## src/rtl/timer8_pkg.sv

```systemverilog
// Behaviour
// - Clock select picks tick source; zero stops.
// - Each tick clears, increments or decrements counter.
// - CPU count write beats clear or count.
// - Waveform mode sets sequence and overflow point.
// - Equality sets match flag one tick later.
// - Enabled flag requests interrupt; cleared by ack.
// - PWM modes double buffer compare at top.
// - CPU compare writes go to buffer when buffered.
// - Force strobe acts like match, non-PWM only.
// - Count write blocks match on next tick.
// - Output state survives mode change; reset zero.
// - Action bits unbuffered, apply at next match.
// - Nonzero action bits override port data.
// - Action zero leaves output state unchanged.
// - Action bits: set/clear/toggle or PWM polarity.
// - Normal mode counts up, wraps FF to 00.
// - Normal overflow flag set when count becomes zero.
// - Overflow interrupt execution clears overflow flag.
// - Bottom is 00, max FF, top per mode.
// - Clear-on-match mode clears counter at match.
package timer8_pkg;
   localparam logic [7:0] BOTTOM_VAL = 8'h00;
   localparam logic [7:0] MAX_VAL = 8'hFF;
   localparam logic [7:0] COUNT_RESET = 8'h00;
   localparam logic [7:0] COMPARE_RESET = 8'h00;
   localparam logic [1:0] WGM_NORMAL = 2'h0;
   localparam logic [1:0] WGM_PHASE_PWM = 2'h1;
   localparam logic [1:0] WGM_CLEAR_ON_MATCH = 2'h2;
   localparam logic [1:0] WGM_FAST_PWM = 2'h3;
   localparam logic [1:0] COM_NONE = 2'h0;
   localparam logic [1:0] COM_TOGGLE = 2'h1;
   localparam logic [1:0] COM_CLEAR = 2'h2;
   localparam logic [1:0] COM_SET = 2'h3;
   localparam logic [2:0] CS_STOPPED = 3'h0;
   localparam logic [2:0] CS_EXT_FALL = 3'h6;
   localparam logic [2:0] CS_EXT_RISE = 3'h7;
endpackage

```

## src/rtl/tick_source.sv

```systemverilog
// Selects the timer tick from a prescaler tap or a synchronised external pin edge.
module tick_source
   import timer8_pkg::*;
(
   // Clock and reset
   input wire logic clk,
   input wire logic arst_n,
   // Selection
   input wire logic [2:0] clock_source_select,
   input wire logic [4:0] prescale_taps,
   input wire logic ext_pin,
   // Result
   output logic timer_tick
);
   logic ext_meta_reg;
   logic ext_sync_reg;
   logic ext_last_reg;
   logic tick_next;

   always_ff @(posedge clk or negedge arst_n) begin
      if (!arst_n) begin
         ext_meta_reg <= 1'b0;
         ext_sync_reg <= 1'b0;
         ext_last_reg <= 1'b0;
      end else begin
         ext_meta_reg <= ext_pin;
         ext_sync_reg <= ext_meta_reg;
         ext_last_reg <= ext_sync_reg;
      end
   end

   always_comb begin
      case (clock_source_select)
         CS_STOPPED: tick_next = 1'b0;
         CS_EXT_FALL: tick_next = ext_last_reg & ~ext_sync_reg;
         CS_EXT_RISE: tick_next = ~ext_last_reg & ext_sync_reg;
         default: tick_next = prescale_taps[3'(clock_source_select - 3'h1)];
      endcase
   end

   always_ff @(posedge clk or negedge arst_n) begin
      if (!arst_n) begin
         timer_tick <= 1'b0;
      end else begin
         timer_tick <= tick_next;
      end
   end
endmodule

```

## src/rtl/timer8_compare_unit.sv

```systemverilog
// Eight-bit up/down timer with one output compare unit. CPU accesses are one-cycle strobes.
module timer8_compare_unit
   import timer8_pkg::*;
(
   // Clock and reset
   input wire logic clk,
   input wire logic arst_n,
   // Tick sources
   input wire logic [2:0] clock_source_select,
   input wire logic [4:0] prescale_taps,
   input wire logic ext_pin,
   // Control
   input wire logic [1:0] waveform_mode,
   input wire logic [1:0] output_action_bits,
   input wire logic force_compare_strobe,
   input wire logic compare_irq_enable,
   input wire logic overflow_irq_enable,
   input wire logic global_irq_enable,
   // Count value access
   input wire logic count_write,
   input wire logic [7:0] count_wdata,
   output logic [7:0] count_value,
   // Compare value access
   input wire logic compare_write,
   input wire logic [7:0] compare_wdata,
   output logic [7:0] compare_value,
   // Flags
   input wire logic compare_flag_clear,
   input wire logic compare_irq_ack,
   input wire logic overflow_flag_clear,
   input wire logic overflow_irq_ack,
   output logic compare_match_flag,
   output logic overflow_flag,
   output logic compare_irq,
   output logic overflow_irq,
   // Pin
   input wire logic port_data,
   input wire logic output_pin_direction,
   output logic pin_out,
   output logic pin_oe,
   output logic compare_output
);
   logic timer_tick;
   logic [7:0] count_reg;
   logic [7:0] count_next;
   logic [7:0] ocr_reg;
   logic [7:0] ocr_buf_reg;
   logic down_reg;
   logic down_next;
   logic block_reg;
   logic oc_reg;
   logic oc_next;
   logic ocf_reg;
   logic tov_reg;
   logic match;
   logic match_eff;
   logic is_pwm;
   logic at_top;
   logic at_bottom;
   logic update_point;
   logic tov_set;
   logic [7:0] ocr_visible;

   tick_source u_tick (
      .clk(clk),
      .arst_n(arst_n),
      .clock_source_select(clock_source_select),
      .prescale_taps(prescale_taps),
      .ext_pin(ext_pin),
      .timer_tick(timer_tick)
   );

   assign is_pwm = (waveform_mode == WGM_PHASE_PWM) || (waveform_mode == WGM_FAST_PWM);
   assign match = (count_reg == ocr_reg);
   assign match_eff = timer_tick & match & ~block_reg;
   assign at_top = (count_reg == MAX_VAL);
   assign at_bottom = (count_reg == BOTTOM_VAL);

   // Counting sequence per mode.
   always_comb begin
      count_next = count_reg;
      down_next = down_reg;
      case (waveform_mode)
         WGM_NORMAL: count_next = count_reg + 8'h01;
         WGM_CLEAR_ON_MATCH: begin
            if (match) begin
               count_next = BOTTOM_VAL;
            end else begin
               count_next = count_reg + 8'h01;
            end
         end
         WGM_FAST_PWM: count_next = count_reg + 8'h01;
         WGM_PHASE_PWM: begin
            if (at_top) begin
               down_next = 1'b1;
               count_next = count_reg - 8'h01;
            end else if (at_bottom) begin
               down_next = 1'b0;
               count_next = count_reg + 8'h01;
            end else if (down_reg) begin
               count_next = count_reg - 8'h01;
            end else begin
               count_next = count_reg + 8'h01;
            end
         end
         default: count_next = count_reg;
      endcase
   end

   always_ff @(posedge clk or negedge arst_n) begin
      if (!arst_n) begin
         count_reg <= COUNT_RESET;
         down_reg <= 1'b0;
      end else if (count_write) begin
         count_reg <= count_wdata;
      end else if (timer_tick) begin
         count_reg <= count_next;
         down_reg <= down_next;
      end
   end

   // A count write blocks matches until the next tick has passed.
   always_ff @(posedge clk or negedge arst_n) begin
      if (!arst_n) begin
         block_reg <= 1'b0;
      end else if (count_write) begin
         block_reg <= 1'b1;
      end else if (timer_tick) begin
         block_reg <= 1'b0;
      end
   end

   // Buffer update point: top for fast PWM, top for phase correct.
   assign update_point = timer_tick && ((waveform_mode == WGM_FAST_PWM) ? at_top : at_top && !down_reg);

   always_ff @(posedge clk or negedge arst_n) begin
      if (!arst_n) begin
         ocr_reg <= COMPARE_RESET;
         ocr_buf_reg <= COMPARE_RESET;
      end else begin
         if (compare_write) begin
            ocr_buf_reg <= compare_wdata;
         end
         if (!is_pwm) begin
            if (compare_write) begin
               ocr_reg <= compare_wdata;
            end
         end else if (update_point) begin
            ocr_reg <= ocr_buf_reg;
         end
      end
   end

   assign ocr_visible = is_pwm ? ocr_buf_reg : ocr_reg;

   // Output compare state.
   always_comb begin
      oc_next = oc_reg;
      if (!is_pwm) begin
         if (match_eff || force_compare_strobe) begin
            case (output_action_bits)
               COM_NONE: oc_next = oc_reg;
               COM_TOGGLE: oc_next = ~oc_reg;
               COM_CLEAR: oc_next = 1'b0;
               COM_SET: oc_next = 1'b1;
               default: oc_next = oc_reg;
            endcase
         end
      end else if (output_action_bits[1]) begin
         if (match_eff) begin
            if (waveform_mode == WGM_FAST_PWM || !down_reg) begin
               oc_next = output_action_bits[0];
            end else begin
               oc_next = ~output_action_bits[0];
            end
         end else if (timer_tick && waveform_mode == WGM_FAST_PWM && at_top) begin
            oc_next = ~output_action_bits[0];
         end
      end
   end

   always_ff @(posedge clk or negedge arst_n) begin
      if (!arst_n) begin
         oc_reg <= 1'b0;
      end else begin
         oc_reg <= oc_next;
      end
   end

   // Flags: hardware set wins over clear.
   always_ff @(posedge clk or negedge arst_n) begin
      if (!arst_n) begin
         ocf_reg <= 1'b0;
      end else if (match_eff) begin
         ocf_reg <= 1'b1;
      end else if (compare_flag_clear || compare_irq_ack) begin
         ocf_reg <= 1'b0;
      end
   end

   always_comb begin
      case (waveform_mode)
         WGM_NORMAL, WGM_CLEAR_ON_MATCH: tov_set = at_top && count_next == BOTTOM_VAL;
         WGM_FAST_PWM: tov_set = at_top;
         WGM_PHASE_PWM: tov_set = at_bottom;
         default: tov_set = 1'b0;
      endcase
   end

   always_ff @(posedge clk or negedge arst_n) begin
      if (!arst_n) begin
         tov_reg <= 1'b0;
      end else if (timer_tick && !count_write && tov_set) begin
         tov_reg <= 1'b1;
      end else if (overflow_flag_clear || overflow_irq_ack) begin
         tov_reg <= 1'b0;
      end
   end

   // Registered outputs.
   always_ff @(posedge clk or negedge arst_n) begin
      if (!arst_n) begin
         count_value <= COUNT_RESET;
         compare_value <= COMPARE_RESET;
         compare_match_flag <= 1'b0;
         overflow_flag <= 1'b0;
         compare_irq <= 1'b0;
         overflow_irq <= 1'b0;
         pin_out <= 1'b0;
         pin_oe <= 1'b0;
         compare_output <= 1'b0;
      end else begin
         count_value <= count_reg;
         compare_value <= ocr_visible;
         compare_match_flag <= ocf_reg;
         overflow_flag <= tov_reg;
         compare_irq <= ocf_reg & compare_irq_enable & global_irq_enable;
         overflow_irq <= tov_reg & overflow_irq_enable & global_irq_enable;
         pin_out <= (output_action_bits != COM_NONE) ? oc_reg : port_data;
         pin_oe <= output_pin_direction;
         compare_output <= oc_reg;
      end
   end
endmodule

```

## config.mk

```make
export PLATFORM = sky130hd
export DESIGN_NAME = timer8_compare_unit
export DESIGN_NICKNAME = d
export VERILOG_FILES = /design/src/rtl/timer8_pkg.sv /design/src/rtl/tick_source.sv /design/src/rtl/timer8_compare_unit.sv
export SDC_FILE = /design/constraint.sdc
export NUM_CORES = 1
export LEC_CHECK = 0
export ABC_AREA = 1
export BUFFER_PORTS_ARGS = -buffer_cell sky130_fd_sc_hd__buf_4
export CAP_MARGIN = 10
export CORE_MARGIN = 5
export CORE_UTILIZATION = 46
export DETAILED_ROUTE_END_ITERATION = 10
export PLACE_DENSITY = 0.72
export SLEW_MARGIN = 20
export SYNTH_ARGS = -nofsm -noshare
export SYNTH_HDL_FRONTEND = slang
export SYNTH_SLANG_ARGS = --single-unit
```

## constraint.sdc

```tcl
create_clock -name clk -period 3.35 [get_ports clk]
set_clock_uncertainty 0.05 [all_clocks]
set_input_delay 0.67 -clock clk [delete_from_list [all_inputs] [get_ports clk]]
set_output_delay 0.67 -clock clk [all_outputs]
set_load 0.05 [all_outputs]
```

==> summary.txt, run 1 <==
Run status
  • Status: completed

Logic synthesis
  • Cell variety after synth: 36
  • Ys Warns: 0
  • Top post-synthesis cells by area: dfrtp_1 (47%), nand2_1 (11%), inv_1 (5.6%)
  • Synth Instances: 358
  • Synthesized flop and latch total: 56
  • Post-synth top area share: 46.8%
  • Synth Cell Area: 3000 sq um
  • Syn Area/Cell: 8.37 sq um
  • Synthesized Nets: 411
  • Seq/Total Area, Yosys: 46.8%
  • Cell taking the most area after synthesis: dfrtp_1

Detailed routing
  • DRC: 0
  • Met3 WL: 375 um
  • Vias per cell: 5.16
  • ANT nets after route: 0
  • Initial DRC count: 93
  • Routed length per instance: 13.6 um
  • First-pass iteration count of the detailed router: 4
  • Routed length on met1: 2910 um
  • Drt total wl: 6840 um
  • Routed met2 length: 3420 um
  • Routed via count: 2585
  • Top Layer Used: met4

Layout
  • Fillers: 590
  • Register Area: 1400 sq um
  • Ant. Diodes: 0
  • Layout cell share with drive strength beyond 1: 23.3%
  • Nets: 476
  • Area of the multi-input gates: 1360 sq um
  • Area growth from synthesis to layout: 20.8%
  • Most frequent cells in the layout: nand2_1 (89), buf_4 (66), dfrtp_1 (56), inv_1 (45), nor2_1 (31)
  • Fin cells: 501
  • Most common cell after layout, fill and taps aside: nand2_1

STA
  • Min cycle time layout: 2.17 ns
  • Fin crit share: 64.7%
  • Setup TNS: 0 ns
  • Fin. Hold Viols: 0
  • Worst-margin pin slew: 0.689 ns
  • Relative slew slack: 54.0%
  • Fin. max-slew vios: 0
  • Setup-failing EPs final: 0
  • RSZ-0062 raised after global routing: no
  • Max Freq: 461 MHz

Hold path
  • HP Class: reg2reg

Worst setup path
  • CP Cell Sequence: inv_1 -> ha_1 -> nand2_1 -> o21ai_2 -> nand2_2 -> nand2_2 -> nand2_1 -> nand3_1 -> o21ai_0 -> inv_1 -> nand3_1 -> nand2_1 -> nand2_1 -> nand2_1
  • CP arrival: 2.38 ns
  • Most used cell, CP: nand2_1
  • Worst EP required: 3.56 ns
  • Slowest-stage cell, CP: dfrtp_1
  • CP startpoint kind: flop
  • CP endpoint kind: flop
  • CP max stage delay: 0.44 ns
  • Crit-path max FO: 8
  • Path type of the worst setup path: reg2reg

Floorplan
  • DIE HEIGHT: 90.7 um
  • Total core area: 6350 sq um
  • Die W: 90.7 um
  • # IOs: 66
  • Row count: 29
  • Die footprint: 8230 sq um
  • Initial core utilization: 47.2%

Clock tree
  • Clk_lat worst skew: 0.31 ns
  • Post-CTS Setup Bufs: 0
  • Root buffer cell: clkbuf_8
  • Hold_buf cts: 0
  • TritonCTS Sinks: 56
  • CTS-repair resized insts: 0
  • Worst-path clk slew: 0.10 ns
  • TritonCTS buffer count: 5
  • CTS tree: yes
  • H-Tree Depth: 2
  • Clock Tree Buf Depth: 2

Placed design
  • Buffers added on ports: 65
  • Placed cells: 493
  • Hpwl dp: 5190 um
  • Routability Congestion: 0.921

Global route
  • Vias in the first global route: 2580
  • Total track usage: 17.1%
  • Global route total overflow: 0
  • Largest net degree at the start of global routing: 57
  • Initial antenna violation count: 0
  • First-pass GRT wire length: 11700 um

Job
  • Max-Cap Viols: 0

Power
  • Peak supply drop: 264 uV
  • Leak: 1.86 nW
  • Pwr/cell area: 479 nW/um^2
[power by group]
group | switching [W] | internal [W] | total [W] | leakage [nW]
clock network | 0.000220 | 0.000150 | 0.000369 | 0.0456
logic | 0.000349 | 0.000186 | 0.000536 | 1.14
registers | 0.0000698 | 0.000757 | 0.000827 | 0.677
total | 0.000639 | 0.00109 | 0.00173 | 1.86
[per-stage QoR]
stage	instance area, sq um	setup slack, ns	hold WS [ns]	power [W]	util (%)
after floorplan	3000	1.37	0.281	0.00120	-
after global placement	3530	1.07	0.283	0.00137	55.6
after detailed placement	3530	0.960	0.287	0.00138	55.6
after CTS	3620	1.19	0.309	0.00174	57.0
after global routing	3620	0.991	0.320	0.00183	57.0
final	3620	1.18	0.306	0.00173	57.0
[per-layer routing]
layer / track usage (%) / vias up
met5: 0 / -
met4: 5.46 / 0
met3: 3.92 / 14
met2: 28.9 / 74
met1: 21.5 / 1209
li1: - / 1288
[synthesized netlist by cell type]
cell / n
a21oi_2: 1
nor2_4: 2
a31oi_1: 3
xnor2_1: 5
nand2_1: 89
clkbuf_1: 4
nor3_1: 1
o311ai_0: 2
nand4_1: 7
ha_1: 10
o21bai_1: 1
nand2_2: 3
o211ai_1: 3
nor2_2: 2
nor3_4: 1
a21oi_1: 9
nand3_1: 22
inv_2: 4
dfrtp_1: 56
buf_6: 3
inv_1: 45
o41ai_4: 1
buf_2: 1
a211oi_1: 1
o31ai_1: 2
xor2_1: 5
o21ai_2: 6
nand4_2: 1
o32ai_1: 3
or3b_2: 1
o21ai_0: 24
a22oi_1: 2
nor3_2: 1
o21ai_1: 3
nor2_1: 31
mux2_2: 3
[cell type report]
class                      count  area share, %
inverter                      49           5.08
multi-input combinational    245           37.5
timing repair buffer          66           13.7
clock inverter                 2          0.380
sequential                    56           38.7
clock buffer                   6           2.00
tap                           77           2.66
[cells by family after synthesis]
logic type                 share of synthesized area (%)
adders and majority gates                           4.18
xor gates and xnor gates                            2.92
muxes                                               1.13
DFF                                                 46.8
AOI/OAI and AO/OA                                   13.3
and+or+nand+nor                                     23.7
buffers and inverters                               7.94
[final timing paths]
check | startpoint | end | slack, ns | cells past startpoint
worst max register to register | count_reg[0]$_DFFE_PN0P_ | tov_reg$_DFFE_PN0P_ | 1.18 | 14
worst min-delay path | u_tick.ext_meta_reg$_DFF_PN0_ | u_tick.ext_sync_reg$_DFF_PN0_ | 0.31 | 0
worst max-delay path | count_reg[0]$_DFFE_PN0P_ | tov_reg$_DFFE_PN0P_ | 1.18 | 14
worst min register to register | u_tick.ext_meta_reg$_DFF_PN0_ | u_tick.ext_sync_reg$_DFF_PN0_ | 0.31 | 0
max in group asynchronous | arst_n | count_value[0]$_DFF_PN0_ | 2.44 | 1
min in group asynchronous | arst_n | pin_oe$_DFF_PN0_ | 0.33 | 1
[worst max-delay path: cells and delay by family, from the launching register on]
family                   cells  cell delay (ns)
AO/OA/AOI/OAI                2             0.31
adder cells (fa/ha/maj)      1             0.20
buffers and inverters        2             0.35
flip-flops                   1             0.44
AND/OR/NAND/NOR              9             0.76
(Power assumes the default switching activity.)
==> inputs of run 2 (changes only) <==
clock period = 2.25 ns   (was 3.35 ns; I/O delays follow)
==> summary.txt, run 2 (synthesis results as in run 1) <==
Power
  • Seq pwr share: 47.9% (+0.2 points)
  • Int Power: 0.00163 W (+49%)
  • Comb power frac: 31.3% (+0.4 points)
  • Leak: 1.86 nW (about the same)
  • Pwr/cell area: 707 nW/um^2 (+48%)
  • Clock Power Share: 20.7% (-0.6 points)
  • Sw frac: 36.6% (-0.32 points)
  • Peak supply drop: 423 uV (+60%)
  • Sw power: 0.000937 W (+47%)

Floorplan
  • Row count: 29 (unchanged)
  • Die footprint: 8230 sq um (unchanged)
  • # IOs: 66 (unchanged)
  • Initial core utilization: 47.2% (unchanged)
  • Die W: 90.7 um (unchanged)
  • DIE HEIGHT: 90.7 um (unchanged)
  • Total core area: 6350 sq um (unchanged)

Worst setup path
  • CP arrival: 2.17 ns (-0.21 ns)
  • Worst EP required: 2.41 ns (-1.15 ns)
  • CP endpoint kind: flop
  • Worst Path Buf+Inv: 2 (unchanged)
  • Most used cell, CP: nand2_1
  • Crit-path max FO: 6 (-2)
  • Slowest-stage cell, CP: dfrtp_1
  • Delay-heaviest family, CP: simple AND/OR/NAND/NOR gates
  • CP Cell Sequence: ha_1 -> nand4_2 -> inv_2 -> nand2_2 -> nand2_2 -> nand2_2 -> nand2_1 -> nand3_1 -> o21ai_0 -> inv_1 -> nand3_1 -> nand2_1 -> nand2_1 -> nand2_1
  • Path type of the worst setup path: reg2reg
  • CP max stage delay: 0.47 ns (+0.03 ns)
  • CP startpoint kind: flop

Clock tree
  • H-Tree Depth: 2 (unchanged)
  • Root buffer cell: clkbuf_8
  • Clock Tree Buf Depth: 2 (unchanged)
  • TritonCTS Sinks: 56 (unchanged)
  • Worst-path clk slew: 0.10 ns (about the same)
  • Post-CTS Setup Bufs: 0 (unchanged)
  • TritonCTS buffer count: 5 (unchanged)
  • Clk_lat worst skew: 0.31 ns (about the same)
  • CTS tree: yes

Layout
  • Ant. Diodes: 0 (unchanged)
  • Area growth from synthesis to layout: 21.0%
  • Layout cell share with drive strength beyond 1: 23.8% (+0.47 points)
  • Most common cell after layout, fill and taps aside: nand2_1
  • Most frequent cells in the layout: nand2_1 (89), buf_4 (67), dfrtp_1 (55), inv_1 (44), nor2_1 (31)
  • Nets: 477 (+0.21%)

Detailed routing
  • Initial DRC count: 196 (+110%)
  • Routed via count: 2566 (-0.74%)
  • DRC: 0 (unchanged)
  • Vias per cell: 5.12 (-0.74%)
  • Routed length per instance: 13.5 um (-1.2%)
  • ANT nets after route: 0 (unchanged)
  • First-pass iteration count of the detailed router: 4 (unchanged)
  • Drt total wl: 6750 um (-1.2%)

Global route
  • Largest net degree at the start of global routing: 57 (unchanged)
  • Initial antenna violation count: 0 (unchanged)
  • Total track usage: 17.1% (+0.019 points)
  • Vias in the first global route: 2497 (-3.2%)
  • Global route total overflow: 0 (unchanged)
  • First-pass GRT wire length: 11600 um (-0.83%)

STA
  • Worst Slack Setup Final: 0.237 ns (-0.945 ns)
  • Fin. max-slew vios: 0 (unchanged)
  • Min cycle time layout: 2.01 ns (-0.155 ns)
  • Setup TNS: 0 ns (unchanged)
  • Fin crit share: 89.5% (+25 points)
  • Relative slew slack: 55.0% (+0.97 points)
  • RSZ-0062 raised after global routing: no
  • Fin. Hold Viols: 0 (unchanged)
  • Setup-failing EPs final: 0 (unchanged)
  • Worst-margin pin slew: 0.672 ns (-0.0170 ns)
  • Max Freq: 497 MHz (+7.7%)

Job
  • Max-Cap Viols: 0 (unchanged)

Placed design
  • Hpwl dp: 5170 um (-0.30%)
  • Routability Congestion: 0.958 (+4.0%)
  • Buffers added on ports: 65 (unchanged)
  • Setup WS pre-CTS: 0.0958 ns (-0.864 ns)

Run status
  • Status: completed

Hold path
  • HP Class: in2async
run 2: per-stage QoR:
stage                     hold slack [ns]  instances  power (W)  utilization [%]  area, sq um
after floorplan                     0.104        358    0.00179                -         3000
after global placement              0.283        494    0.00204             55.8         3540
after detailed placement            0.296        494    0.00205             55.8         3540
after CTS                           0.147        501    0.00258             57.0         3620
after global routing                0.175        501    0.00271             57.1         3620
final                               0.122        501    0.00256             57.1         3620
run 2: layout make-up:
class                      count  area (sq um)
multi-input combinational    245          1360
fill                         551          2730
inverter                      49           184
sequential                    56          1400
clock buffer                   6          72.6
timing repair buffer          67           503
tap                           77          96.3
clock inverter                 1          8.76
run 2: path summary, 6_finish.rpt:
path | end | depth (start not counted) | from | slack, ns
max | tov_reg$_DFFE_PN0P_ | 14 | count_reg[1]$_DFFE_PN0P_ | 0.24
min | block_reg$_DFFE_PN0P_ | 1 | arst_n | 0.12
max reg2reg | tov_reg$_DFFE_PN0P_ | 14 | count_reg[1]$_DFFE_PN0P_ | 0.24
min reg2reg | u_tick.ext_sync_reg$_DFF_PN0_ | 0 | u_tick.ext_meta_reg$_DFF_PN0_ | 0.32
max in group asynchronous | count_reg[2]$_DFFE_PN0P_ | 1 | arst_n | 1.56
min in group clk | u_tick.ext_meta_reg$_DFF_PN0_ | 1 | ext_pin | 0.19
run 2: power groups by stage:
stage	logic, W	registers [W]	clock network, W
2_1_floorplan	0.000386	0.00140	0
3_3_place_gp	0.000798	0.00124	0
3_5_place_dp	0.000803	0.00125	0
4_1_cts	0.000806	0.00123	0.000550
5_1_grt	0.000888	0.00125	0.000581
6_report	0.000803	0.00123	0.000532
run 2: timing repair:
action	CTS	global route
gates resized for setup	0	2
hold buffers	0	0
endpoints found under the setup margin	0	3
run 2: layer usage:
| layer | vias up | share of wire [%] | track usage (%) |
|---|---|---|---|
| li1 | 1291 | - | - |
| met1 | 1171 | 42 | 22.9 |
| met2 | 90 | 49 | 27.5 |
| met3 | 14 | 7.6 | 4.17 |
| met4 | 0 | 1.8 | 4.96 |
| met5 | - | 0 | 0 |
==> inputs of run 3 (changes only) <==
CTS_BUF_LIST = sky130_fd_sc_hd__clkbuf_4 sky130_fd_sc_hd__clkbuf_8 sky130_fd_sc_hd__clkbuf_16   (was not set)
==> summary.txt, run 3 (synthesis results as in run 1) <==
Detailed routing
  • Routed via count: 2544 (-0.86%)
  • First-pass iteration count of the detailed router: 4 (unchanged)
  • DRC: 0 (unchanged)
  • Vias per cell: 5.08 (-0.86%)
  • Drt total wl: 6760 um (+0.10%)
  • Routed length per instance: 13.5 um (+0.10%)
  • ANT nets after route: 0 (unchanged)
  • Initial DRC count: 196 (unchanged)

Floorplan
  • Row count: 29 (unchanged)
  • DIE HEIGHT: 90.7 um (unchanged)
  • # IOs: 66 (unchanged)
  • Die W: 90.7 um (unchanged)
  • Total core area: 6350 sq um (unchanged)
  • Initial core utilization: 47.2% (unchanged)
  • Die footprint: 8230 sq um (unchanged)

Layout
  • Layout cell share with drive strength beyond 1: 24.1% (+0.24 points)
  • Most frequent cells in the layout: nand2_1 (89), buf_4 (67), dfrtp_1 (55), inv_1 (44), nor2_1 (31)
  • Area growth from synthesis to layout: 21.1%
  • Ant. Diodes: 0 (unchanged)
  • Nets: 477 (unchanged)
  • Fillers: 549 (-0.36%)
  • Fin cells: 501 (unchanged)
  • Most common cell after layout, fill and taps aside: nand2_1

Clock tree
  • Hold_buf cts: 0 (unchanged)
  • TritonCTS Sinks: 56 (unchanged)
  • TritonCTS buffer count: 5 (unchanged)
  • Clock Tree Buf Depth: 2 (unchanged)
  • H-Tree Depth: 2 (unchanged)
  • Root buffer cell: clkbuf_8
  • CTS tree: yes
  • Post-CTS Setup Bufs: 0 (unchanged)
  • Clk_lat worst skew: 0.31 ns (about the same)
  • Worst-path clk slew: 0.10 ns (about the same)

STA
  • RSZ-0062 raised after global routing: no
  • Relative slew slack: 55.4% (+0.44 points)
  • Min cycle time layout: 2.02 ns (+0.00781 ns)
  • Max Freq: 495 MHz (-0.39%)
  • Worst-margin pin slew: 0.666 ns (-0.00652 ns)
  • WHS: 0.122 ns (-0.000282 ns)
  • Setup TNS: 0 ns (unchanged)
  • Fin crit share: 89.8% (+0.35 points)
  • Fin. Hold Viols: 0 (unchanged)
  • Setup-failing EPs final: 0 (unchanged)
  • Fin. max-slew vios: 0 (unchanged)

Global route
  • First-pass GRT wire length: 11600 um (unchanged)
  • Global route total overflow: 0 (unchanged)
  • Total track usage: 17.1% (unchanged)
  • Largest net degree at the start of global routing: 57 (unchanged)
  • Vias in the first global route: 2497 (unchanged)
  • Initial antenna violation count: 0 (unchanged)

Run status
  • Status: completed

Worst setup path
  • CP endpoint kind: flop
  • Worst R2R Start: count_reg[7]$_DFFE_PN0P_
  • Worst EP required: 2.39 ns (-0.02 ns)
  • CP arrival: 2.16 ns (about the same)
  • Reg-to-Reg End: count_reg[6]$_DFFE_PN0P_
  • Crit-path max FO: 7 (+1)
  • CP startpoint kind: flop
  • CP startpoint: count_reg[7]$_DFFE_PN0P_
  • Setup crit end: count_reg[6]$_DFFE_PN0P_
  • Path type of the worst setup path: reg2reg
  • R2r setup slk: 0.23 ns (about the same)
  • Worst Reg-to-Reg Cells: 11 (-3)

Placed design
  • Hpwl dp: 5170 um (unchanged)
  • Routability Congestion: 0.958 (unchanged)
  • Placed cells: 494 (unchanged)
  • Buffers added on ports: 65 (unchanged)

Hold path
  • HP Class: in2async

Power
  • Peak supply drop: 423 uV (about the same)
  • Pwr/cell area: 710 nW/um^2 (+0.37%)
  • Leak: 1.86 nW (+0.18%)

Job
  • Max-Cap Viols: 0 (unchanged)
## run 3: cell count changes in the layout (fill, tap and decap cells not counted)
cell      change
clkbuf_1      -1
clkbuf_4      +1
## run 3: cell type report
cell class	instances	area, sq um	share of cell area, %
Clock buffer	6	76.3	2.10
Clock inverter	1	8.76	0.241
Inverter	49	184	5.07
Multi-Input combinational cell	245	1360	37.4
Sequential cell	56	1400	38.7
Tap cell	77	96.3	2.66
Timing Repair Buffer	67	503	13.9
## run 3: where the power goes
group	internal, W	leakage, nW	switching (W)
Combinational	0.000279	1.14	0.000524
Sequential	0.00113	0.676	0.0000999
Clock	0.000231	0.0451	0.000313
## run 3: repair_timing
item                       4_1_cts  5_1_grt
resized for setup                0        2
setup endpoints to repair        0        3
hold endpoints to repair         0        0
## run 3: critical path, cell delays in order (launching register included)
cell and delay, ns:
dfrtp_1 0.56, inv_1 0.18, nand2_1 0.09, nand4_1 0.09, nor2_1 0.15, nand2_1 0.11, nand2_1 0.11, inv_1 0.07
nor2_2 0.20, nor2_1 0.05, o21ai_0 0.16, nand3_1 0.09
## run 3: how the worst min path moves through the flow
stage / end / slack (ns) / cells after the start
6_report: block_reg$_DFFE_PN0P_ / 0.12 / 1
5_1_grt: pin_oe$_DFF_PN0_ / 0.18 / 1
2_1_floorplan: block_reg$_DFFE_PN0P_ / 0.10 / 0
3_5_place_dp: u_tick.ext_sync_reg$_DFF_PN0_ / 0.30 / 0
4_1_cts: compare_match_flag$_DFF_PN0_ / 0.15 / 1
3_3_place_gp: u_tick.ext_sync_reg$_DFF_PN0_ / 0.28 / 0
## run 3: per-layer routing
layer | vias up | wire, um | track usage [%]
met2 | 84 | 3270 | 27.5
met3 | 14 | 481 | 4.17
met1 | 1153 | 2880 | 22.9
met5 | - | 0 | 0
met4 | 0 | 121 | 4.96
li1 | 1293 | - | -
## run 3: per-stage QoR
stage / instance area (sq um) / total power [W] / util, % / setup slack, ns
floorplan: 3000 / 0.00179 / - / 0.463
global placement: 3540 / 0.00204 / 55.8 / 0.184
detailed placement: 3540 / 0.00205 / 55.8 / 0.0958
CTS: 3630 / 0.00260 / 57.1 / 0.207
global route: 3630 / 0.00273 / 57.1 / 0.0116
finish: 3630 / 0.00257 / 57.1 / 0.229
